==> src/design/ssrl_pkg.sv <==
// Package: constants and carrier types for the serial register load block
`default_nettype none
package ssrl_pkg;
   // Word layout
   localparam int WORD_W     = 24;
   localparam int NUM_LATCH  = 8;
   localparam int SEL_W      = 3;
   localparam int SELECT_LSB = 1;
   localparam int SELECT_MSB = 3;
   localparam int MODE_BIT   = 0;
   localparam logic [SEL_W-1:0] SEL_FEEDBACK = 3'h0;
   localparam logic [SEL_W-1:0] SEL_DENOM    = 3'h1;
   localparam logic [SEL_W-1:0] SEL_MODE     = 3'h4;
   localparam logic [SEL_W-1:0] SEL_EXT      = 3'h5;
   localparam logic [SEL_W-1:0] SEL_TIMING   = 3'h6;
   localparam logic [WORD_W-1:0] LATCH_RESET = 24'h000000;

   // Feedback divider word fields
   localparam int FB_N_MSB  = 23;
   localparam int FB_N_LSB  = 13;
   localparam int FB_FN_MSB = 12;
   localparam int FB_FN_LSB = 1;
   // Denominator and reference word fields
   localparam int DN_PSEL    = 22;
   localparam int DN_R_MSB   = 21;
   localparam int DN_R_LSB   = 16;
   localparam int DN_FD_MSB  = 15;
   localparam int DN_FD_LSB  = 4;
   // Extension word fields
   localparam int EX_FD_MSB = 23;
   localparam int EX_FD_LSB = 14;
   localparam int EX_FN_MSB = 13;
   localparam int EX_FN_LSB = 4;
   // Mode word and timing word fields
   localparam int MD_ORD_MSB = 15;
   localparam int MD_ORD_LSB = 14;
   localparam int TM_TC_MSB  = 17;
   localparam int TM_TC_LSB  = 4;
   localparam int TC_W       = 14;
   // Feedback divide split
   localparam int C_MSB = 10;
   localparam int C_LSB = 5;
   localparam int B_MSB = 4;
   localparam int B_LSB = 2;
   localparam int A_MSB = 1;
   localparam int A_LSB = 0;
   localparam int DIV_W = 12;
   localparam logic [DIV_W-1:0] BASE_SMALL = 12'h010;
   localparam logic [DIV_W-1:0] BASE_LARGE = 12'h020;
   localparam logic [DIV_W-1:0] MID_WEIGHT = 12'h004;

   typedef logic [NUM_LATCH-1:0][WORD_W-1:0] ssrl_latch_array_t;

   // Decoded RF settings, registered
   typedef struct packed {
      logic [10:0]      rf_feedback_divide;
      logic [21:0]      rf_fraction_numerator;
      logic [21:0]      rf_fraction_denominator;
      logic [5:0]       rf_reference_divide;
      logic             rf_prescaler_select;
      logic [1:0]       modulator_order;
      logic [5:0]       rf_coarse_count;
      logic [2:0]       rf_mid_count;
      logic [1:0]       rf_fine_count;
      logic [DIV_W-1:0] rf_divide_value;
   } ssrl_rf_settings_t;
endpackage : ssrl_pkg
`default_nettype wire

==> src/design/ssrl_pin_sync.sv <==
// Three-stage pin synchroniser with agreement filter
`default_nettype none
module ssrl_pin_sync (
   input  wire logic sys_clk_i,
   input  wire logic reset_i,
   input  wire logic pin_i,
   output var  logic level_o
);
   logic stage1;
   logic stage2;
   logic stage3;

   // Level only moves once the two settled stages agree
   always_ff @(posedge sys_clk_i) begin
      if (reset_i) begin
         stage1  <= 1'b0;
         stage2  <= 1'b0;
         stage3  <= 1'b0;
         level_o <= 1'b0;
      end else begin
         stage1 <= pin_i;
         stage2 <= stage1;
         stage3 <= stage2;
         if (stage2 == stage3) begin
            level_o <= stage3;
         end
      end
   end
endmodule : ssrl_pin_sync
`default_nettype wire

==> src/design/ssrl_word_latch.sv <==
// One programming latch: holds its word until written
`default_nettype none
module ssrl_word_latch #(
   parameter int                WIDTH      = 24,
   parameter logic [WIDTH-1:0]  RESET_WORD = '0
) (
   input  wire logic             sys_clk_i,
   input  wire logic             reset_i,
   input  wire logic             write_i,
   input  wire logic [WIDTH-1:0] word_i,
   output var  logic [WIDTH-1:0] word_o
);
   // Unselected latches simply hold
   always_ff @(posedge sys_clk_i) begin
      if (reset_i) begin
         word_o <= RESET_WORD;
      end else if (write_i) begin
         word_o <= word_i;
      end
   end
endmodule : ssrl_word_latch
`default_nettype wire

==> src/design/ssrl_serial_load.sv <==
// Serial programming front end: shift register, latch decode, counter reinit
//
// Overview of operation
// [RULE_01] Words are 24 bits, shifted in first
// [RULE_02] Most significant bit arrives first, bit 0 last
// [RULE_03] Strobe rising edge copies word into one latch
// [RULE_04] Low four bits address, upper bits payload
// [RULE_05] Bit 0 clear always targets latch zero
// [RULE_06] Bit 0 set: bits 3..1 pick latches 1-7; the code also sends bits 3..1 of 000 to latch zero
// [RULE_07] Writing latch zero reinitialises lock and acquire
// [RULE_08] Reinit clears counters only, never latch contents
// [RULE_09] Host should write latch zero last
// [RULE_10] Host may skip latch seven without extended fraction; the code reads the extension word from latch five
// [RULE_11] Divide equals base times C plus 4B plus A
// [RULE_12] Host keeps C at least max of A, B
// [RULE_13] Small prescaler: host keeps divide 49 to 1023
// [RULE_14] Two selectable quad-modulus prescaler bases
// [RULE_15] Latch zero holds divide over fraction numerator low
// [RULE_16] Host bring-up: third order, 12-bit, no dither
// [RULE_17] Select bit clear small prescaler, set large
// [RULE_18] Data sampled on serial clock rise, strobe low
// [RULE_19] Unselected latches keep contents on strobe rise
`default_nettype none
module ssrl_serial_load #(
   parameter int LOCK_COUNT = 32
) (
   input  wire logic                         sys_clk_i,
   input  wire logic                         reset_i,
   input  wire logic                         serial_clock_i,
   input  wire logic                         serial_data_i,
   input  wire logic                         load_strobe_i,
   input  wire logic                         compare_tick_i,
   input  wire logic                         phase_in_window_i,
   output var  ssrl_pkg::ssrl_latch_array_t  latch_words_o,
   output var  ssrl_pkg::ssrl_rf_settings_t  rf_settings_o,
   output var  logic                         counters_reinit_o,
   output var  logic                         fast_acquire_active_o,
   output var  logic                         lock_detect_o
);
   localparam int LOCK_W = $clog2(LOCK_COUNT + 1);
   localparam logic [LOCK_W-1:0] LOCK_TOP = LOCK_W'(LOCK_COUNT);

   logic                                 sclk_lvl;
   logic                                 sdata_lvl;
   logic                                 strobe_lvl;
   logic                                 sclk_q;
   logic                                 strobe_q;
   logic [ssrl_pkg::WORD_W-1:0]          shift_reg;
   logic [ssrl_pkg::TC_W-1:0]            fast_count;
   logic [LOCK_W-1:0]                    lock_count;
   logic [ssrl_pkg::NUM_LATCH-1:0]       wr_en;
   ssrl_pkg::ssrl_rf_settings_t          next_settings;

   // Pin synchronisers. A change counts only once two settled stages agree,
   // so a pin must hold each level for two clocks or more; the link
   // therefore runs far below the system clock.
   ssrl_pin_sync u_sync_clk (
      .sys_clk_i (sys_clk_i),
      .reset_i   (reset_i),
      .pin_i     (serial_clock_i),
      .level_o   (sclk_lvl)
   );
   ssrl_pin_sync u_sync_data (
      .sys_clk_i (sys_clk_i),
      .reset_i   (reset_i),
      .pin_i     (serial_data_i),
      .level_o   (sdata_lvl)
   );
   ssrl_pin_sync u_sync_strobe (
      .sys_clk_i (sys_clk_i),
      .reset_i   (reset_i),
      .pin_i     (load_strobe_i),
      .level_o   (strobe_lvl)
   );

   // Edge detection on filtered levels; data and clock share latency
   wire sclk_rise = sclk_lvl & ~sclk_q;
   wire shift_en  = sclk_rise & ~strobe_lvl;                 // RULE_18
   wire load_rise = strobe_lvl & ~strobe_q;                  // RULE_03

   always_ff @(posedge sys_clk_i) begin
      if (reset_i) begin
         sclk_q   <= 1'b0;
         strobe_q <= 1'b0;
      end else begin
         sclk_q   <= sclk_lvl;
         strobe_q <= strobe_lvl;
      end
   end

   // Shift register, first bit ends up at the top. There is no bit counter:
   // an overlong frame pushes its early bits out and the last 24 count.
   always_ff @(posedge sys_clk_i) begin
      if (reset_i) begin
         shift_reg <= ssrl_pkg::LATCH_RESET;
      end else if (shift_en) begin
         shift_reg <= {shift_reg[ssrl_pkg::WORD_W-2:0], sdata_lvl};  // RULE_01 RULE_02
      end
   end

   // Address decode: bit 0 clear is the single-word feedback write, which
   // leaves 23 payload bits for a one-write frequency change.
   wire                            mode_bit  = shift_reg[ssrl_pkg::MODE_BIT];      // RULE_04
   wire [ssrl_pkg::SEL_W-1:0]      sel_bits  =
      shift_reg[ssrl_pkg::SELECT_MSB:ssrl_pkg::SELECT_LSB];
   wire [ssrl_pkg::SEL_W-1:0]      sel_index =
      mode_bit ? sel_bits : ssrl_pkg::SEL_FEEDBACK;                              // RULE_05 RULE_06

   // Latch bank, one write enable each
   genvar gi;
   generate
      for (gi = 0; gi < ssrl_pkg::NUM_LATCH; gi++) begin : g_latch
         assign wr_en[gi] = load_rise && (sel_index == ssrl_pkg::SEL_W'(gi));      // RULE_03 RULE_19
         ssrl_word_latch #(
            .WIDTH      (ssrl_pkg::WORD_W),
            .RESET_WORD (ssrl_pkg::LATCH_RESET)
         ) u_latch (
            .sys_clk_i (sys_clk_i),
            .reset_i   (reset_i),
            .write_i   (wr_en[gi]),
            .word_i    (shift_reg),
            .word_o    (latch_words_o[gi])
         );
      end
   endgenerate

   // Field extraction from the latched words
   wire [ssrl_pkg::WORD_W-1:0] fb_word  = latch_words_o[ssrl_pkg::SEL_FEEDBACK];
   wire [ssrl_pkg::WORD_W-1:0] dn_word  = latch_words_o[ssrl_pkg::SEL_DENOM];
   wire [ssrl_pkg::WORD_W-1:0] ex_word  = latch_words_o[ssrl_pkg::SEL_EXT];
   wire [ssrl_pkg::WORD_W-1:0] md_word  = latch_words_o[ssrl_pkg::SEL_MODE];
   wire [ssrl_pkg::WORD_W-1:0] tm_word  = latch_words_o[ssrl_pkg::SEL_TIMING];
   wire [10:0] fb_n   = fb_word[ssrl_pkg::FB_N_MSB:ssrl_pkg::FB_N_LSB];            // RULE_15
   wire [11:0] fb_fn  = fb_word[ssrl_pkg::FB_FN_MSB:ssrl_pkg::FB_FN_LSB];          // RULE_15
   wire [5:0]  c_cnt  = fb_n[ssrl_pkg::C_MSB:ssrl_pkg::C_LSB];                     // RULE_11
   wire [2:0]  b_cnt  = fb_n[ssrl_pkg::B_MSB:ssrl_pkg::B_LSB];
   wire [1:0]  a_cnt  = fb_n[ssrl_pkg::A_MSB:ssrl_pkg::A_LSB];
   wire        p_sel  = dn_word[ssrl_pkg::DN_PSEL];
   wire [ssrl_pkg::DIV_W-1:0] p_base =
      p_sel ? ssrl_pkg::BASE_LARGE : ssrl_pkg::BASE_SMALL;                        // RULE_14 RULE_17
   wire [ssrl_pkg::DIV_W-1:0] div_value =
      ssrl_pkg::DIV_W'(p_base * c_cnt) + ssrl_pkg::DIV_W'(ssrl_pkg::MID_WEIGHT * b_cnt)
      + ssrl_pkg::DIV_W'(a_cnt);                                                  // RULE_11
   wire [ssrl_pkg::TC_W-1:0] tc_value = tm_word[ssrl_pkg::TM_TC_MSB:ssrl_pkg::TM_TC_LSB];

   // Settings bundle, assembled then registered
   always_comb begin
      next_settings                         = '0;
      next_settings.rf_feedback_divide      = fb_n;
      next_settings.rf_fraction_numerator   =
         {ex_word[ssrl_pkg::EX_FN_MSB:ssrl_pkg::EX_FN_LSB], fb_fn};
      next_settings.rf_fraction_denominator =
         {ex_word[ssrl_pkg::EX_FD_MSB:ssrl_pkg::EX_FD_LSB],
          dn_word[ssrl_pkg::DN_FD_MSB:ssrl_pkg::DN_FD_LSB]};
      next_settings.rf_reference_divide     = dn_word[ssrl_pkg::DN_R_MSB:ssrl_pkg::DN_R_LSB];
      next_settings.rf_prescaler_select     = p_sel;
      next_settings.modulator_order         = md_word[ssrl_pkg::MD_ORD_MSB:ssrl_pkg::MD_ORD_LSB];
      next_settings.rf_coarse_count         = c_cnt;
      next_settings.rf_mid_count            = b_cnt;
      next_settings.rf_fine_count           = a_cnt;
      next_settings.rf_divide_value         = div_value;
   end

   always_ff @(posedge sys_clk_i) begin
      if (reset_i) begin
         rf_settings_o <= '0;
      end else begin
         rf_settings_o <= next_settings;
      end
   end

   // Reinit pulse follows any feedback-latch write, one cycle later
   always_ff @(posedge sys_clk_i) begin
      if (reset_i) begin
         counters_reinit_o <= 1'b0;
      end else begin
         counters_reinit_o <= wr_en[ssrl_pkg::SEL_FEEDBACK];                      // RULE_07
      end
   end

   // Fast-acquire timeout: reload on reinit, count comparison ticks down.
   // Only the counter moves; the latched timeout value stays put.
   always_ff @(posedge sys_clk_i) begin
      if (reset_i) begin
         fast_count <= '0;
      end else if (counters_reinit_o) begin
         fast_count <= tc_value;                                                  // RULE_07 RULE_08
      end else if (compare_tick_i && (fast_count != '0)) begin
         fast_count <= fast_count - 1'b1;
      end
   end

   // Lock detector: consecutive in-window comparisons, saturating
   always_ff @(posedge sys_clk_i) begin
      if (reset_i) begin
         lock_count <= '0;
      end else if (counters_reinit_o) begin
         lock_count <= '0;                                                        // RULE_07 RULE_08
      end else if (compare_tick_i) begin
         if (!phase_in_window_i) begin
            lock_count <= '0;
         end else if (lock_count != LOCK_TOP) begin
            lock_count <= lock_count + 1'b1;
         end
      end
   end

   // Status pins come from flops so a counter decode never glitches outward;
   // the price is one more cycle of lag behind the counters.
   always_ff @(posedge sys_clk_i) begin
      if (reset_i) begin
         fast_acquire_active_o <= 1'b0;
         lock_detect_o         <= 1'b0;
      end else begin
         fast_acquire_active_o <= (fast_count != '0);                             // RULE_07
         lock_detect_o         <= (lock_count == LOCK_TOP);                       // RULE_07
      end
   end

   // Helper copies of each load for the checks below,
   // kept apart from the datapath so the checks see one load at a time
   logic                                 load_q;
   logic [ssrl_pkg::SEL_W-1:0]           sel_q;
   logic [ssrl_pkg::WORD_W-1:0]          word_q;
   always_ff @(posedge sys_clk_i) begin
      if (reset_i) begin
         load_q <= 1'b0;
         sel_q  <= '0;
         word_q <= '0;
      end else begin
         load_q <= load_rise;
         sel_q  <= sel_index;
         word_q <= shift_reg;
      end
   end
   wire [ssrl_pkg::NUM_LATCH*ssrl_pkg::WORD_W-1:0] latch_flat = latch_words_o;
   wire [ssrl_pkg::NUM_LATCH*ssrl_pkg::WORD_W-1:0] keep_mask  =
      ~({{(ssrl_pkg::NUM_LATCH-1)*ssrl_pkg::WORD_W{1'b0}}, {ssrl_pkg::WORD_W{1'b1}}}
        << (sel_q * ssrl_pkg::WORD_W));
endmodule : ssrl_serial_load
`default_nettype wire

==> config.mk <==
export PLATFORM = sky130hd
export DESIGN_NAME = ssrl_serial_load
export DESIGN_NICKNAME = d
export VERILOG_FILES = /design/src/design/ssrl_pkg.sv /design/src/design/ssrl_pin_sync.sv /design/src/design/ssrl_word_latch.sv /design/src/design/ssrl_serial_load.sv
export SDC_FILE = /design/constraint.sdc
export NUM_CORES = 1
export LEC_CHECK = 0
export BUFFER_PORTS_ARGS = -buffer_cell sky130_fd_sc_hd__clkbuf_2
export CORE_MARGIN = 2
export CORE_UTILIZATION = 30
export CTS_CLUSTER_DIAMETER = 200
export CTS_CLUSTER_SIZE = 12
export DETAILED_ROUTE_END_ITERATION = 10
export GPL_TIMING_DRIVEN = 0
export PLACE_DENSITY = 0.48
export RECOVER_POWER = 50
export SLEW_MARGIN = 15
export SYNTH_ARGS = -nofsm -noshare
export SYNTH_HDL_FRONTEND = slang
export SYNTH_SLANG_ARGS = --single-unit
export TNS_END_PERCENT = 20
==> constraint.sdc <==
create_clock -name sys_clk_i -period 2.4 [get_ports sys_clk_i]
set_input_delay 0.12 -clock sys_clk_i [delete_from_list [all_inputs] [get_ports sys_clk_i]]
set_output_delay 0.12 -clock sys_clk_i [all_outputs]
set_load 0.02 [all_outputs]
==> impl_metrics.env, run 1 <==
export IMPL_max_stage_delay_ps=500
export IMPL_final_cell_area_mm2=0.0142
export IMPL_yosys_area_top_type="dfxtp_1"
export IMPL_grt_first_pass_wirelength_um=58100
export IMPL_core_mm2=0.0376
export IMPL_wl_per_cell_um=18.6
export IMPL_drc_errors=0
export IMPL_root_buffer="clkbuf_16"
export IMPL_gr_total_overflow=0
export IMPL_routed_via_count=9944
export IMPL_dieHeight_um=199
export IMPL_ir_drop_v=0.000580
export IMPL_path_cells="and2_1 > ha_1 > ha_2 > fa_1 > ha_4 > nand2_1 > o21ai_1 > xnor2_1 > nor2_1"
export IMPL_ys_seq_area_share_pct=57.0
export IMPL_area_growth_pct=24.1
export IMPL_synth_enable_flop_cells=0
export IMPL_post_place_ws_ps=-135
export IMPL_cap_violations=0
export IMPL_fin_nets=1683
export IMPL_setup_viol=0
export IMPL_powerDensity_mw_per_mm2=775
export IMPL_crit_end="rf_settings_o[11]"
export IMPL_fin_crit_sh_pct=95.5
export IMPL_slew_headroom_pct=21.7
export IMPL_grt_pass1_vias=9047
export IMPL_p_int_w=0.00820
export IMPL_synth_most_common_cell="nand2_1"
export IMPL_antenna_left=0
export IMPL_r2r_cells=9
export IMPL_drt_total_wl_um=40300
export IMPL_hold_class="primary input to flop"
export IMPL_ys_types=54
export IMPL_die_w_um=199
export IMPL_antenna_found_initial=0
export IMPL_post_synth_instance_area_mm2=0.0114
export IMPL_synth_top_cells_by_count="nand2_1 (388), dfxtp_1 (325), a21oi_1 (198)"
export IMPL_setup_ws_ps=108
export IMPL_finalPower_w=0.0110
export IMPL_dieArea_mm2=0.0396
export IMPL_worstMarginPinSlew_ps=1170
export IMPL_synth_fp_nets=1358
export IMPL_cp_slowest_cell="fa_1"
export IMPL_crit_start="g_latch[1].u_latch.word_o[22]"
export IMPL_critPathKind="flop to flop"
export IMPL_insertion_delay_ps=560
export IMPL_numClockSinks=325
export IMPL_initial_core_util_pct=30.4
export IMPL_comb_power_share_pct=9.6
export IMPL_rsz0062_at_grt="yes"
export IMPL_viasPerCell=4.59
export IMPL_largest_reg_flops=192
export IMPL_ios=289
export IMPL_finalCriticalPeriod_ps=2290
export IMPL_num_rows=71
export IMPL_regToRegStartpoint="g_latch[1].u_latch.word_o[22]"
export IMPL_hold_ws_ps=199
export IMPL_endpoint_kind="flop"
export IMPL_ys_ff_latch=325
export IMPL_grt_total_usage_pct=19.7
export IMPL_status="finished clean"
export IMPL_first_pass_iters=5
export IMPL_cts_tree="yes"
export IMPL_seqPwrFrac_pct=51.4
export IMPL_grt_max_degree=15
export IMPL_ys_top_cells_by_area="dfxtp_1 (57%), nand2_1 (13%), a21oi_1 (8.7%)"
export IMPL_clkTransAtPathRegs_ps=60
export IMPL_gp_congestion=0.814
export IMPL_dpl_cell_area_mm2=0.0135
export IMPL_dp_hpwl_um=28300
export IMPL_hold_violations=0
export IMPL_regToRegEndpoint="rf_settings_o[11]"
export IMPL_synthCells=1329
export IMPL_drive_above_1_share_pct=9.85
export IMPL_ys_async_sr_fraction_pct=0
export IMPL_portBuffers=287
export IMPL_clock_skew_final_ps=11.7
export IMPL_r2r_setup_slack_ps=110
export IMPL_fill_cells=4036
export IMPL_p_sw_share_pct=25.3
export IMPL_fin_util_pct=37.7
export IMPL_timing_fmax_mhz=436
export IMPL_cts_buffers=31
export IMPL_critPathLaunchType="flop"
export IMPL_avgSynthCellArea_um2=8.59
export IMPL_switching_power_w=0.00277
export IMPL_cts_max_level=1
export IMPL_drv_slew=0
export IMPL_p_leak_nw=5.09
export IMPL_cts_path_max_buffers=3
export IMPL_initialDrtViolationCount=578
export IMPL_yosysTopAreaCellShare_pct=57.0
export IMPL_antenna_cells=0
export IMPL_crit_arrival_ps=2710
export IMPL_required_ps=2820
export IMPL_power_frac_clock_pct=39.0
export IMPL_cp_max_fo=11
export IMPL_yosysWarningCount=0
export IMPL_synth_ff_type="dfxtp_1"
[power by group through the flow]
stage	clock [W]	sequential, W	combinational, W
global route	0.00459	0.00566	0.00118
finish	0.00428	0.00565	0.00105
CTS	0.00441	0.00564	0.00105
global placement	0	0.00575	0.00103
detailed placement	0	0.00576	0.00103
floorplan	0	0.00574	0.000767
[cell usage in the layout (no fill, tap or decap), types with 2 or more instances in the layout]
cell | netlist | routed
or3_1 | 3 | 3
a311oi_1 | 8 | 8
o221a_2 | 2 | 2
a31oi_1 | 2 | 2
xor2_1 | 6 | 6
clkbuf_16 | 0 | 31
clkbuf_1 | 100 | 306
dfxtp_2 | 0 | 3
xnor2_1 | 4 | 4
a21oi_1 | 198 | 197
and3_1 | 11 | 11
nor4_2 | 1 | 2
buf_2 | 2 | 2
ha_1 | 21 | 15
buf_4 | 19 | 21
dlygate4sd3_1 | 0 | 4
inv_1 | 10 | 10
or4_4 | 2 | 2
nand2b_1 | 5 | 5
nand3_1 | 9 | 9
ha_4 | 0 | 5
dfxtp_1 | 325 | 321
nor2_1 | 69 | 69
o31ai_1 | 7 | 7
nand2_1 | 388 | 388
nor2b_1 | 87 | 86
clkbuf_2 | 0 | 81
or4_2 | 2 | 2
o21ai_0 | 7 | 6
or3_2 | 2 | 2
a221oi_1 | 2 | 2
nor3_1 | 3 | 3
or4_1 | 3 | 3
and2_1 | 6 | 6
[cell families after synthesis]
kind of cell,count (synthesis),synth area share (%)
and+or+nand+nor,603,23.4
other,1,0.0328
muxes,2,0.186
buffers and inverters,132,4.99
AOI/OAI and AO/OA,234,11.2
xor gates and xnor gates,10,0.767
DFF,325,57.0
adders and majority gates,22,2.48
[worst min-delay path by stage]
stage	startpoint	end	slack (ps)	cells after the start
floorplan	serial_clock_i	u_sync_clk.stage1	250	1
global placement	load_strobe_i	u_sync_strobe.stage1	340	2
detailed placement	load_strobe_i	u_sync_strobe.stage1	340	2
CTS	compare_tick_i	fast_count[11]	160	4
global route	compare_tick_i	fast_count[11]	210	4
finish	compare_tick_i	fast_count[11]	200	4
[area by class of cell]
type	instances	area [µm²]	share of cell area, %
Tap cell	511	639	4.51
Multi-Input combinational cell	872	4430	31.2
Clock buffer	32	779	5.50
Buffer	121	532	3.75
Clock inverter	1	11.3	0.0795
Sequential cell	325	6510	46.0
Inverter	10	37.5	0.265
Timing Repair Buffer	293	1230	8.68
[worst max-delay path, delay by kind of cell (launching register included)]
| kind | cells | cell delay [ps] |
|---|---|---|
| fa+ha+maj | 4 | 1260 |
| flops | 1 | 380 |
| simple gates | 3 | 230 |
| compound gates | 1 | 150 |
| xor+xnor | 1 | 130 |
[layer usage]
layer	vias to the layer above	global-route usage (%)	share of wire [%]
li1	4916	-	-
met4	0	5.09	2.5
met5	-	0	0
met2	266	32.3	46
met3	50	5.06	6.7
met1	4712	25.7	45
[what timing repair did]
item                                    CTS  global route
gates cloned                              0             0
hold buffers                              4             0
resized for setup                         7            11
pin swaps                                 5             0
hold endpoints to repair                  4             0
endpoints found under the setup margin    2            79
buffers inserted                          2             0
[through the flow]
step | std cells | setup TNS (ps)
after floorplan | 1329 | 0
after global placement | 2127 | -2280
after detailed placement | 2127 | -1580
after CTS | 2165 | 0
after global routing | 2165 | -784
final | 2165 | 0
No activity file was read; power rests on OpenSTA's default activity.
==> run 2, diff against run 1 <==
--- a/config.mk
+++ b/config.mk
@@ -7,13 +7,12 @@
 export LEC_CHECK = 0
 export BUFFER_PORTS_ARGS = -buffer_cell sky130_fd_sc_hd__clkbuf_2
 export CORE_MARGIN = 2
-export CORE_UTILIZATION = 30
+export CORE_UTILIZATION = 47
 export CTS_CLUSTER_DIAMETER = 200
 export CTS_CLUSTER_SIZE = 12
 export DETAILED_ROUTE_END_ITERATION = 10
 export GPL_TIMING_DRIVEN = 0
-export PLACE_DENSITY = 0.48
-export RECOVER_POWER = 50
+export PLACE_DENSITY = 0.71
 export SLEW_MARGIN = 15
 export SYNTH_ARGS = -nofsm -noshare
 export SYNTH_HDL_FRONTEND = slang
==> impl_metrics.env, run 2 (synthesis results as in run 1) <==
export IMPL_fin_crit_sh_pct=100
export IMPL_num_rows=57
export IMPL_clkTransAtPathRegs_ps=60
export IMPL_worst_path_buf_inv=1
export IMPL_gr_total_overflow=0
export IMPL_path_cells="clkbuf_8 > and2_1 > ha_1 > ha_2 > fa_1 > ha_4 > a21oi_2 > o21ai_2 > xnor2_1 > nor2_1"
export IMPL_die_w_um=160
export IMPL_comb_power_share_pct=9.7
export IMPL_cts_max_level=1
export IMPL_power_frac_clock_pct=38.4
export IMPL_critPathLaunchType="flop"
export IMPL_finalCriticalPeriod_ps=2410
export IMPL_hold_violations=0
export IMPL_dp_hpwl_um=24900
export IMPL_tns_ps=-6.20
export IMPL_p_leak_nw=5.81
export IMPL_fin_nets=1684
export IMPL_core_mm2=0.0241
export IMPL_post_place_ws_ps=-75.8
export IMPL_grt_first_pass_wirelength_um=54100
export IMPL_setup_ws_ps=-6.20
export IMPL_numClockSinks=325
export IMPL_dieArea_mm2=0.0256
export IMPL_wl_per_cell_um=17.9
export IMPL_initial_core_util_pct=47.4
export IMPL_setup_viol=1
export IMPL_switching_power_w=0.00267
export IMPL_cp_slowest_cell="fa_1"
export IMPL_drive_above_1_share_pct=22.2
export IMPL_p_sw_share_pct=24.5
export IMPL_cp_max_fo=10
export IMPL_drv_slew=0
export IMPL_hold_class="primary input to flop"
export IMPL_antenna_cells=0
export IMPL_final_common_cell="nand2_1"
export IMPL_gp_congestion=0.910
export IMPL_dieHeight_um=160
export IMPL_timing_fmax_mhz=416
export IMPL_cts_path_max_buffers=3
export IMPL_required_ps=2810
export IMPL_violations="negative setup slack"
export IMPL_seqPwrFrac_pct=51.9
export IMPL_portBuffers=287
export IMPL_grt_total_usage_pct=27.0
export IMPL_routed_via_count=10182
export IMPL_largest_reg_flops=192
export IMPL_slew_headroom_pct=33.5
export IMPL_cts_tree="yes"
export IMPL_initialDrtViolationCount=697
export IMPL_grt_pass1_vias=9533
export IMPL_clock_skew_final_ps=16.5
export IMPL_max_stage_delay_ps=540
export IMPL_grt_max_degree=15
export IMPL_powerDensity_mw_per_mm2=766
export IMPL_critPathKind="flop to flop"
export IMPL_ios=289
export IMPL_p_int_w=0.00821
export IMPL_antenna_found_initial=0
export IMPL_viasPerCell=5.15
export IMPL_first_pass_iters=5
export IMPL_crit_arrival_ps=2810
export IMPL_cts_buffers=31
export IMPL_insertion_delay_ps=550
export IMPL_cap_violations=0
export IMPL_area_growth_pct=24.4
export IMPL_path_delay_family="adder cells"
export IMPL_worstMarginPinSlew_ps=998
export IMPL_post_layout_nonfiller_instances=1979
export IMPL_antenna_left=0
export IMPL_status="finished, violations left"
export IMPL_place_inst=1940
export IMPL_mostFrequentLayoutCells="nand2_1 (388), dfxtp_1 (324), clkbuf_2 (287), a21oi_1 (196), clkbuf_1 (100)"
export IMPL_root_buffer="clkbuf_16"
export IMPL_rsz0062_at_grt="yes"
export IMPL_drc_errors=0
export IMPL_endpoint_kind="flop"
export IMPL_drt_total_wl_um=35400
export IMPL_ir_drop_v=0.000543
-- run 2: repair_timing --
item,in CTS,in global routing
pin swaps,5,5
buffers inserted,2,0
endpoints found under the setup margin,2,9
resized for setup,7,3
hold buffers,4,0
endpoints found under the hold margin,4,0
-- run 2: cell type report --
| cell class | instances | area, µm² |
|---|---|---|
| Buffer | 122 | 542 |
| Clock buffer | 32 | 779 |
| Clock inverter | 1 | 11.3 |
| Fill cell | 2238 | 9900 |
| Inverter | 10 | 37.5 |
| Multi-Input combinational cell | 872 | 4430 |
| Sequential cell | 325 | 6510 |
| Tap cell | 324 | 405 |
| Timing Repair Buffer | 293 | 1490 |
-- run 2: through the flow --
stage,util [%],area [µm²],total power [W],hold WS (ps)
after floorplan,-,11500,0.00651,248
after global placement,55.2,13300,0.00674,336
after detailed placement,55.2,13300,0.00676,346
after CTS,58.9,14200,0.0109,179
after global routing,58.9,14200,0.0113,240
final,58.9,14200,0.0109,207
-- run 2: path summary, 6_finish.rpt --
kind                                 start                  to  slack [ps]  cells past startpoint
max          g_latch[1].u_latch.word_o[22]   rf_settings_o[11]          -6                     10
min                         compare_tick_i       lock_count[2]         210                      5
max reg2reg  g_latch[1].u_latch.word_o[22]   rf_settings_o[11]          -6                     10
min reg2reg             u_sync_data.stage1  u_sync_data.stage2         440                      1
-- run 2: worst reg2reg max path, stage by stage, from the launching register on --
cell      delay (ps)
dfxtp_4          350
clkbuf_8         150
and2_1           150
ha_1             280
ha_2             170
fa_1             540
ha_4             230
a21oi_2          120
o21ai_2           70
xnor2_1          150
nor2_1            60
-- run 2: power groups by stage --
stage	clock network, W	logic [W]	registers [W]
floorplan	0	0.000767	0.00574
global placement	0	0.000988	0.00575
detailed placement	0	0.00101	0.00575
CTS	0.00423	0.00102	0.00564
global route	0.00444	0.00117	0.00566
finish	0.00418	0.00106	0.00565
-- run 2: routing by layer --
| layer | share of wire (%) | up-vias | track usage, % |
|---|---|---|---|
| met5 | 0 | - | 0 |
| met4 | 2.7 | 0 | 7.62 |
| met3 | 9.3 | 78 | 7.38 |
| met2 | 47 | 439 | 45.6 |
| met1 | 41 | 4746 | 34.0 |
| li1 | - | 4919 | - |
